$ cat config.mk
export PLATFORM = sky130hd
export DESIGN_NAME = mtel_top
export DESIGN_NICKNAME = d
export VERILOG_FILES = /design/src/rtl/mtel_pkg.sv /design/src/rtl/mtel_bus_if.sv /design/src/rtl/mtel_wb_front.sv /design/src/rtl/mtel_irq.sv /design/src/rtl/mtel_top.sv
export VERILOG_INCLUDE_DIRS = /design/src /design/src/rtl
export SDC_FILE = /design/constraint.sdc
export NUM_CORES = 1
export LEC_CHECK = 0
export ABC_AREA = 1
export BUFFER_PORTS_ARGS = -buffer_cell sky130_fd_sc_hd__buf_2
export CAP_MARGIN = 20
export CORE_ASPECT_RATIO = 0.6
export CORE_MARGIN = 8
export CORE_UTILIZATION = 59
export CTS_CLUSTER_SIZE = 30
export DETAILED_ROUTE_END_ITERATION = 8
export GPL_TIMING_DRIVEN = 0
export PLACE_DENSITY = 0.86
export SLEW_MARGIN = 20
export SYNTH_ARGS = -nofsm -noshare
export SYNTH_HDL_FRONTEND = slang
export SYNTH_HIERARCHICAL = 1
export SYNTH_SLANG_ARGS = --single-unit
$ cat constraint.sdc
create_clock -name clk_i -period 5.4 [get_ports clk_i]
set_input_delay 0.81 -clock clk_i [delete_from_list [all_inputs] [get_ports clk_i]]
set_output_delay 0.81 -clock clk_i [all_outputs]
set_load 0.005 [all_outputs]
$ cat src/rtl/mtel_params.svh
// offsets, field positions, reset values and code points of the telemetry bank
`ifndef MTEL_PARAMS_SVH
`define MTEL_PARAMS_SVH

// register indices; byte address on the bus is four times the index
`define MTEL_IDX_STATE 14'h190
`define MTEL_IDX_SPEED 14'h196
`define MTEL_IDX_BUS_CUR 14'h410
`define MTEL_IDX_PHASE_A 14'h440
`define MTEL_IDX_PHASE_B 14'h442
`define MTEL_IDX_IRQ_STATUS 14'h7f0
`define MTEL_IDX_IRQ_MASK 14'h7f1
`define MTEL_IDX_CTRL 14'h7f2
`define MTEL_IDX_UPD_COUNT 14'h7f3

// widths
`define MTEL_ADR_W 16
`define MTEL_CODE_W 16
`define MTEL_EV_W 4

// reset values
`define MTEL_RST_CODE 16'h0000
`define MTEL_RST_WORD 32'h0000_0000
`define MTEL_RST_EV 4'h0
`define MTEL_RST_CNT 16'h0000

// operating state code points that raise events
`define MTEL_CODE_IDLE 16'h0000
`define MTEL_CODE_FAULT 16'h000e
`define MTEL_CODE_MEAS_FAULT 16'h0018

// interrupt status / mask bit positions
`define MTEL_EV_UPDATE 0
`define MTEL_EV_STATE_CHG 1
`define MTEL_EV_FAULT 2
`define MTEL_EV_DROPPED 3

// control register field positions
`define MTEL_CTRL_FREEZE 0
`endif

$ cat src/rtl/mtel_pkg.sv
// types and address decode shared by the telemetry bank modules
`default_nettype none
`include "mtel_params.svh"
package mtel_pkg;
    typedef enum logic [3:0] {
        MTEL_REG_NONE,
        MTEL_REG_STATE,
        MTEL_REG_SPEED,
        MTEL_REG_BUS_CUR,
        MTEL_REG_PHASE_A,
        MTEL_REG_PHASE_B,
        MTEL_REG_IRQ_STATUS,
        MTEL_REG_IRQ_MASK,
        MTEL_REG_CTRL,
        MTEL_REG_UPD_COUNT
    } mtel_reg_e;

    typedef struct packed {
        logic ack;
        logic [31:0] dat;
    } mtel_wb_s;

    typedef struct packed {
        logic [`MTEL_EV_W-1:0] status;
        logic [`MTEL_EV_W-1:0] mask;
        logic irq;
    } mtel_irq_s;

    typedef struct packed {
        logic [`MTEL_CODE_W-1:0] code;
        logic [31:0] speed;
        logic [31:0] bus_cur;
        logic [31:0] phase_a;
        logic [31:0] phase_b;
        logic freeze;
        logic [15:0] upd_cnt;
    } mtel_core_s;

    // byte address to register; misaligned or unknown gives none
    function automatic mtel_reg_e mtel_decode(input logic [`MTEL_ADR_W-1:0] a);
        if (a[1:0] != 2'h0) begin
            return MTEL_REG_NONE;
        end
        unique case (a[`MTEL_ADR_W-1:2])
            `MTEL_IDX_STATE: return MTEL_REG_STATE;
            `MTEL_IDX_SPEED: return MTEL_REG_SPEED;
            `MTEL_IDX_BUS_CUR: return MTEL_REG_BUS_CUR;
            `MTEL_IDX_PHASE_A: return MTEL_REG_PHASE_A;
            `MTEL_IDX_PHASE_B: return MTEL_REG_PHASE_B;
            `MTEL_IDX_IRQ_STATUS: return MTEL_REG_IRQ_STATUS;
            `MTEL_IDX_IRQ_MASK: return MTEL_REG_IRQ_MASK;
            `MTEL_IDX_CTRL: return MTEL_REG_CTRL;
            `MTEL_IDX_UPD_COUNT: return MTEL_REG_UPD_COUNT;
            default: return MTEL_REG_NONE;
        endcase
    endfunction
endpackage
`default_nettype wire

$ cat src/rtl/mtel_bus_if.sv
// internal access and event carrier between front end, core and interrupt block
`timescale 1ns/10ps
`default_nettype none
interface mtel_bus_if;
    logic wr_stb;
    logic [15:0] addr;
    logic [31:0] wdata;
    logic [3:0] sel;
    logic [31:0] rdata;
    logic [3:0] ev;
    logic [3:0] status;
    logic [3:0] mask;

    modport front (output wr_stb, output addr, output wdata, output sel, input rdata);
    modport core (input wr_stb, input addr, input wdata, input sel, input status,
                  input mask, output rdata, output ev);
    modport irq (input wr_stb, input addr, input wdata, input sel, input ev,
                 output status, output mask);
endinterface
`default_nettype wire

$ cat src/rtl/mtel_wb_front.sv
// classic wishbone slave front end: single ack per request, registered read data
`timescale 1ns/10ps
`default_nettype none
`include "mtel_params.svh"
module mtel_wb_front
    import mtel_pkg::*;
(
    input wire logic clk_i,
    input wire logic rst_i,
    input wire logic wb_cyc_i,
    input wire logic wb_stb_i,
    input wire logic wb_we_i,
    input wire logic [15:0] wb_adr_i,
    input wire logic [3:0] wb_sel_i,
    input wire logic [31:0] wb_dat_i,
    output logic [31:0] wb_dat_o,
    output logic wb_ack_o,
    mtel_bus_if.front bus
);
    mtel_wb_s st_r;
    mtel_wb_s st_nxt;

    // request fields pass straight through; master holds them until ack
    assign bus.addr = wb_adr_i;
    assign bus.wdata = wb_dat_i;
    assign bus.sel = wb_sel_i;
    // write lands on the edge where the master sees ack, exactly once
    assign bus.wr_stb = wb_cyc_i & wb_stb_i & wb_we_i & st_r.ack;

    // ack one cycle after request, dropped the next cycle
    always_comb begin
        st_nxt = st_r;
        st_nxt.ack = wb_cyc_i & wb_stb_i & ~st_r.ack;
        if (st_nxt.ack) begin
            st_nxt.dat = wb_we_i ? `MTEL_RST_WORD : bus.rdata; // whole word in one edge
        end
    end

    always_ff @(posedge clk_i) begin
        if (rst_i) begin
            st_r <= '{ack: 1'b0, dat: `MTEL_RST_WORD};
        end else begin
            st_r <= st_nxt;
        end
    end

    assign wb_ack_o = st_r.ack;
    assign wb_dat_o = st_r.dat;
endmodule
`default_nettype wire

$ cat src/rtl/mtel_irq.sv
// sticky event status, write-one-to-clear, mask and level interrupt
`timescale 1ns/10ps
`default_nettype none
`include "mtel_params.svh"
module mtel_irq
    import mtel_pkg::*;
(
    input wire logic clk_i,
    input wire logic rst_i,
    output logic irq_o,
    mtel_bus_if.irq bus
);
    mtel_irq_s st_r;
    mtel_irq_s st_nxt;
    logic [3:0] clr;

    // clear only lanes software writes; a new event in the same cycle wins
    always_comb begin
        st_nxt = st_r;
        clr = 4'h0;
        if (bus.wr_stb && bus.sel[0]) begin
            if (mtel_decode(bus.addr) == MTEL_REG_IRQ_STATUS) begin
                clr = bus.wdata[3:0];
            end
            if (mtel_decode(bus.addr) == MTEL_REG_IRQ_MASK) begin
                st_nxt.mask = bus.wdata[3:0];
            end
        end
        st_nxt.status = (st_r.status & ~clr) | bus.ev;
        st_nxt.irq = |(st_nxt.status & st_nxt.mask);
    end

    always_ff @(posedge clk_i) begin
        if (rst_i) begin
            st_r <= '{status: `MTEL_RST_EV, mask: `MTEL_RST_EV, irq: 1'b0};
        end else begin
            st_r <= st_nxt;
        end
    end

    assign bus.status = st_r.status;
    assign bus.mask = st_r.mask;
    assign irq_o = st_r.irq;
endmodule
`default_nettype wire

$ cat src/rtl/mtel_top.sv
// motor algorithm telemetry register bank with wishbone access and interrupt
//
// How it works
// - 16-bit read-only operating state code, 0h idle up to 18h measure fault.
// - 32-bit read-only rotor speed, hertz = value / 2^27 * max speed.
// - 32-bit read-only supply bus current, value / 2^27 * base current / 8.
// - 32-bit read-only first phase current, same 2^27 and /8 scaling.
// - second phase current at index 442h, 32-bit read-only, zero after reset.
// - every register of the bank reads zero after reset until first update; mask and control until software writes them.
// - state code at index 190h, rotor speed at 196h, both zero after reset.
// - second phase current scaled like the first phase.
//
// the control algorithm delivers all five values together with a one-cycle
// update strobe; the bank captures them all on the same edge.  software may
// freeze the snapshot to read several words from one update; updates arriving
// while frozen are dropped and flagged.
//
// Register access over Wishbone is this design's own decision.
`timescale 1ns/10ps
`default_nettype none
`include "mtel_params.svh"
module mtel_top
    import mtel_pkg::*;
(
    input wire logic clk_i,
    input wire logic rst_i,
    input wire logic wb_cyc_i,
    input wire logic wb_stb_i,
    input wire logic wb_we_i,
    input wire logic [15:0] wb_adr_i,
    input wire logic [3:0] wb_sel_i,
    input wire logic [31:0] wb_dat_i,
    output logic [31:0] wb_dat_o,
    output logic wb_ack_o,
    output logic irq_o,
    input wire logic alg_upd_i,
    input wire logic [15:0] alg_state_i,
    input wire logic [31:0] alg_speed_i,
    input wire logic [31:0] alg_bus_cur_i,
    input wire logic [31:0] alg_phase_a_i,
    input wire logic [31:0] alg_phase_b_i
);
    mtel_bus_if bus ();

    mtel_core_s st_r;
    mtel_core_s st_nxt;
    mtel_reg_e rd_sel;
    mtel_reg_e wr_sel;
    logic upd_take;
    logic upd_drop;
    logic code_chg;
    logic fault_in;
    logic [3:0] ev;

    // a fault code is either the run-time fault or the measurement fault
    function automatic logic is_fault(input logic [15:0] code);
        return (code == `MTEL_CODE_FAULT) || (code == `MTEL_CODE_MEAS_FAULT);
    endfunction

    // zero-extend the 16-bit state code; upper half reads as zero
    function automatic logic [31:0] widen_code(input logic [15:0] code);
        return {16'h0000, code};
    endfunction

    // wishbone front end: ack and read data registers
    mtel_wb_front u_front (
        .clk_i(clk_i),
        .rst_i(rst_i),
        .wb_cyc_i(wb_cyc_i),
        .wb_stb_i(wb_stb_i),
        .wb_we_i(wb_we_i),
        .wb_adr_i(wb_adr_i),
        .wb_sel_i(wb_sel_i),
        .wb_dat_i(wb_dat_i),
        .wb_dat_o(wb_dat_o),
        .wb_ack_o(wb_ack_o),
        .bus(bus.front)
    );

    // sticky status, mask and interrupt line
    mtel_irq u_irq (
        .clk_i(clk_i),
        .rst_i(rst_i),
        .irq_o(irq_o),
        .bus(bus.irq)
    );

    // update strobe qualified by the freeze control
    always_comb begin
        upd_take = alg_upd_i & ~st_r.freeze;
        upd_drop = alg_upd_i & st_r.freeze;
        code_chg = upd_take && (alg_state_i != st_r.code);
        fault_in = code_chg && is_fault(alg_state_i);
    end

    // event vector into the sticky status bits
    always_comb begin
        ev = `MTEL_RST_EV;
        ev[`MTEL_EV_UPDATE] = upd_take;
        ev[`MTEL_EV_STATE_CHG] = code_chg;
        ev[`MTEL_EV_FAULT] = fault_in;
        ev[`MTEL_EV_DROPPED] = upd_drop;
    end
    assign bus.ev = ev;

    // read multiplexer; unmapped addresses read zero
    always_comb begin
        rd_sel = mtel_decode(bus.addr);
        bus.rdata = `MTEL_RST_WORD;
        unique case (rd_sel)
            MTEL_REG_STATE: begin
                bus.rdata = widen_code(st_r.code);
            end
            MTEL_REG_SPEED: begin
                bus.rdata = st_r.speed;
            end
            MTEL_REG_BUS_CUR: begin
                bus.rdata = st_r.bus_cur;
            end
            MTEL_REG_PHASE_A: begin
                bus.rdata = st_r.phase_a;
            end
            MTEL_REG_PHASE_B: begin
                bus.rdata = st_r.phase_b;
            end
            MTEL_REG_IRQ_STATUS: begin
                bus.rdata = {28'h0000000, bus.status};
            end
            MTEL_REG_IRQ_MASK: begin
                bus.rdata = {28'h0000000, bus.mask};
            end
            MTEL_REG_CTRL: begin
                bus.rdata = {31'h00000000, st_r.freeze};
            end
            MTEL_REG_UPD_COUNT: begin
                bus.rdata = {16'h0000, st_r.upd_cnt};
            end
            MTEL_REG_NONE: begin
                bus.rdata = `MTEL_RST_WORD;
            end
        endcase
    end

    // next state: snapshot capture, freeze control, update counter
    always_comb begin
        st_nxt = st_r;
        wr_sel = mtel_decode(bus.addr);
        // all five values land on one edge so no read can see a mix
        if (upd_take) begin
            st_nxt.code = alg_state_i;
            st_nxt.speed = alg_speed_i;
            st_nxt.bus_cur = alg_bus_cur_i;
            st_nxt.phase_a = alg_phase_a_i;
            st_nxt.phase_b = alg_phase_b_i;
            st_nxt.upd_cnt = st_r.upd_cnt + 16'h0001; // wraps, software diffs it
        end
        // only the control word is writable here; telemetry writes are ignored
        if (bus.wr_stb && bus.sel[0] && (wr_sel == MTEL_REG_CTRL)) begin
            st_nxt.freeze = bus.wdata[`MTEL_CTRL_FREEZE];
        end
    end

    // synchronous reset clears every telemetry word to zero
    always_ff @(posedge clk_i) begin
        if (rst_i) begin
            st_r <= '{code: `MTEL_RST_CODE,
                      speed: `MTEL_RST_WORD,
                      bus_cur: `MTEL_RST_WORD,
                      phase_a: `MTEL_RST_WORD,
                      phase_b: `MTEL_RST_WORD,
                      freeze: 1'b0,
                      upd_cnt: `MTEL_RST_CNT};
        end else begin
            st_r <= st_nxt;
        end
    end
endmodule
`default_nettype wire

# Word level (Yosys, flattened, before mapping)
# Index checks and enable logic that the tools add are counted.
# word_totals
ff_bits	203
input_bits	202
output_inout_bits	34
elab_cells	69
# classes
add_sub_neg	1
n_eq_ne	23
n_mux	13
n_bitwise	12
n_reduce_logical	8
# ops
op	count
one-hot mux 32 bit (10 select lines)	1
equality test 14 x 11 -> 1 bit, second input constant	7
one-hot mux 4 bit (9 select lines)	1
2-to-1 mux 32 bit	1
2-to-1 mux 4 bit	8
equality test 14 x 9 -> 1 bit, second input constant	2
equality test 4 x 3 -> 1 bit, second input constant	6
adder 16 x 1 -> 16 bit, second input constant	1
equality test 16 x 4 -> 1 bit, second input constant	1
equality test 16 x 5 -> 1 bit, second input constant	1
inequality test 16 bit	1
AND 4 bit	2
equality test 4 x 2 -> 1 bit, second input constant	2
equality test 4 bit, second input constant	2
AND 1 bit	6
equality test 4 x 1 -> 1 bit, second input constant	1
logical AND 1 bit	4
zero test 4 bit	1
inverter 4 bit	1
OR 4 bit	1
OR reduction 4 bit	1
2-to-1 mux 1 bit	2
inverter 1 bit	2
nonzero test 2 bit	1
logical OR 1 bit	1

# Depth between registers and ports, before layout
# logic_depth
ltp_word	15
mapped_depth	21
mapped_depth_nobuf	18

# Modules after synthesis
# Netlist, hierarchy kept.
# by_module_without_submodules
mod	instances	cells_per_inst	area_each_um2	seq_area_each_um2
mtel_top	1	1134	7644.8	3223.1
mtel_wb_front	1	329	2010.7	660.6
mtel_irq	1	109	666.9	180.2

# Worst setup path after synthesis
# OpenSTA, ideal clock, no wires.
# synth_path
kind	input port to flip-flop
from	in wb_adr_i[15]
to	reg u_front.st_r, in the netlist u_front/wb_dat_o[16]
setup_time_ns	0.113
arrival_ns	2.442
required_time_ns	5.287
setup_slack_ns	2.846
path_stages	16
path_buffers	2
cell_sequence	buf_4 nor2_2 nand2_2 nor2_2 nand4_1 nor2_2 inv_2 nand2_4 nor2_2 buf_2 a22oi_1 nand3_1 inv_1 nor2_1 nor2_1 nor2_1
# synth_between
elab_chain_cells	6
word_cells_on_any_way	23
cone_classes	eq/ne (18); mux (4); reduce/logical (1)
# synth_rtl
element	line_no	rtl
start, declared	mtel_top.sv:30	input wire logic [15:0] wb_adr_i,
equality test 14 x 11 -> 1 bit / equality test 14 x 9 -> 1 bit (equally long branches)	mtel_pkg.sv:44	unique case (a[`MTEL_ADR_W-1:2])
one-hot mux 4 bit (9 select lines) *	mtel_pkg.sv:44	
2-to-1 mux 4 bit *	mtel_pkg.sv:44	
equality test 4 bit (tied with other cells)	mtel_top.sv:110	unique case (rd_sel)
one-hot mux 32 bit (10 select lines) *	mtel_top.sv:110	
named net bus.rdata[16]	mtel_bus_if.sv:9	logic [31:0] rdata;
2-to-1 mux 32 bit *	mtel_wb_front.sv:35	st_nxt.dat = wb_we_i ? `MTEL_RST_WORD : bus.rdata;
end signal, assigned	mtel_wb_front.sv:41	st_r <= '{ack: 1'b0, dat: `MTEL_RST_WORD};
end signal, assigned	mtel_wb_front.sv:43	st_r <= st_nxt;
end, declared	mtel_wb_front.sv:20	mtel_wb_s st_r;
# The timed path passes the listed nets; every way through them passes the cells marked *.
# A chain may end at the register's enable or synchronous reset.

# Final worst setup path
# layout_path
from	in wb_adr_i[15]
to	reg u_front.st_r, in the netlist u_front/wb_dat_o[8]
# The elaborated chain is that of the path after synthesis.

==> impl_metrics.env <==
export IMPL_outcome="finished clean"
export IMPL_hp_class="reg2reg"
export IMPL_drtIter0Drc=1535
export IMPL_cts_max_level=1
export IMPL_cts_sinks=203
export IMPL_grt_pass1_vias=10149
export IMPL_drive_gt1_frac=0.186
export IMPL_hold_viol=0
export IMPL_cts_resized=0
export IMPL_core_rowCount=37
export IMPL_layoutNonFillerInstCount=1989
export IMPL_period_minus_slack_ps=2870
export IMPL_peakVddDrop_mv=0.199
export IMPL_slew_limit_headroom=0.531
export IMPL_regArea_um2=4060
export IMPL_rsz0062_at_grt="false"
export IMPL_antenna_found_initial=0
export IMPL_port_buffers=182
export IMPL_critPathArrivalTime_ps=3250
export IMPL_fin_util=0.705
export IMPL_p_leak_nw=5.76
export IMPL_nets=1947
export IMPL_grt_max_degree=16
export IMPL_required_ps=5780
export IMPL_antenna_cells=0
export IMPL_dieArea_um2=21700
export IMPL_yosys_warnings=6
export IMPL_clock_skew_ps=12.3
export IMPL_syn_inst=1541
export IMPL_power_total_w=0.00343
export IMPL_syn_nets=1744
export IMPL_io_pins=236
export IMPL_cts_buffer_depth=3
export IMPL_fmax_mhz=349
export IMPL_cts_inserted_buffers=19
export IMPL_timing_max_cap_violations=0
export IMPL_fp_dieH_um=117
export IMPL_critical_path_endpoint_type="flop"
export IMPL_dr_pass1_iters=8
export IMPL_multi_input_area_um2=4960
export IMPL_grt_total_usage=0.300
export IMPL_drc_errors=0
export IMPL_crit_type="in2reg"
export IMPL_coreArea_um2=16900
export IMPL_post_drt_wl_per_cell_um=16.8
export IMPL_worstMarginPinSlew_ps=703
export IMPL_dp_cells=1957
export IMPL_floorplan_initialDensity=0.595
export IMPL_power_density_nw_per_um2=287
export IMPL_synth_avg_cell_area_um2=6.55
export IMPL_cp_max_fo=10
export IMPL_die_w_um=185
export IMPL_area_growth_pct=18.3
export IMPL_gp_congestion=0.955
export IMPL_hpwl_mm=25.5
export IMPL_tns_ps=0
export IMPL_drt_wl_total_mm=33.4
export IMPL_via_count=10842
export IMPL_overflow=0
export IMPL_cts_clk_slew_worst_paths_ps=60
export IMPL_finalCritPeriodShare=0.531
export IMPL_cts_tree="done"
export IMPL_synthesis_area_um2=10100
export IMPL_reg2reg_depth=12
export IMPL_cts_hold_buffers=0
export IMPL_via_per_inst=5.45
export IMPL_cts_setup_buffers=0
export IMPL_final_fill_count=1434
export IMPL_cts_root_buf="clkbuf_16"
export IMPL_startpoint_type="primary input"
export IMPL_setup_viol=0
export IMPL_clk_latency_ps=500
export IMPL_drt_antenna_violating_nets=0
export IMPL_min_path_cells=2
export IMPL_grt_pass1_wl_mm=51.9
export IMPL_slew_viol_final=0
[layout make-up]
class	count	area share
plain buffers	101	0.0466
clock buffers	26	0.0471
clock inverters	6	0.00713
inverters	135	0.0429
multi-input cells	1102	0.415
flip-flops and latches	203	0.340
well taps	234	0.0245
repair buffers	182	0.0763
[critical path, cell delays in order]
cell and delay, ps:
buf_4 120, nor2_2 160, nand2_2 100, nor2_2 210
nand4_1 150, nor2_2 270, inv_2 110, nand2_4 100
nor2_2 80, buf_2 220, nand2_1 100, nand2_1 70
nor2_1 300, a21oi_1 140, inv_1 80, nor2_1 40
nor2_1 130, nor2_1 60
[per-stage QoR]
| stage | hold slack (ps) | cell area [um^2] | setup WS [ps] |
|---|---|---|---|
| global route | 513 | 11900 | 2350 |
| finish | 485 | 11900 | 2530 |
| floorplan | 425 | 10100 | 2850 |
| global placement | 458 | 11300 | 2210 |
| CTS | 477 | 11900 | 2670 |
| detailed placement | 465 | 11300 | 2180 |
[layout by cell type (no fill, tap or decap), drive strengths merged]
cell type	n
nor2	475
nand2	278
buf	232
dfxtp	203
o21ai	160
inv	133
clkbuf	77
a21oi	59
nand3	57
nand4	18
a22oi	17
or2	9
xnor2	7
nor3	7
nor4	5
clkinv	4
nand3b	2
nor3b	2
clkinvlp	2
bufinv	2
and2	1
o31ai	1
o21a	1
xor2	1
and3	1
ha	1
[power by group]
group	leakage [nW]	switching, W	total, W	internal, W
clock	0.315	0.000578	0.00140	0.000822
combinational	3.77	0.000235	0.000380	0.000145
sequential	1.68	0.0000549	0.00165	0.00159
[path summary, 6_finish.rpt]
| kind | startpoint | slack (ps) | end |
|---|---|---|---|
| hold / removal | st_r[15] | 490 | st_r[15] |
| hold reg to reg | st_r[15] | 490 | st_r[15] |
| setup reg to reg | st_r[16] | 3300 | st_r[15] |
| setup / recovery | wb_adr_i[15] | 2530 | u_front/wb_dat_o[8] |
[routing by layer]
layer  track usage  up-vias  part of all wire
li1              -     5210                 -
met1         0.445     4838              0.45
met2         0.440      722              0.41
met3        0.0595       72              0.13
met4        0.0738        0             0.022
met5             0        -                 0
[flip-flops by register name (all words and copies together), names as in the netlist]
register,count
u_irq/irq_o,1
u_irq/bus.status,4
u_front/wb_dat_o,32
u_front/wb_ack_o,1
st_r,161
u_irq/bus.mask,4
Note: power is estimated with default switching activity, not from simulation.
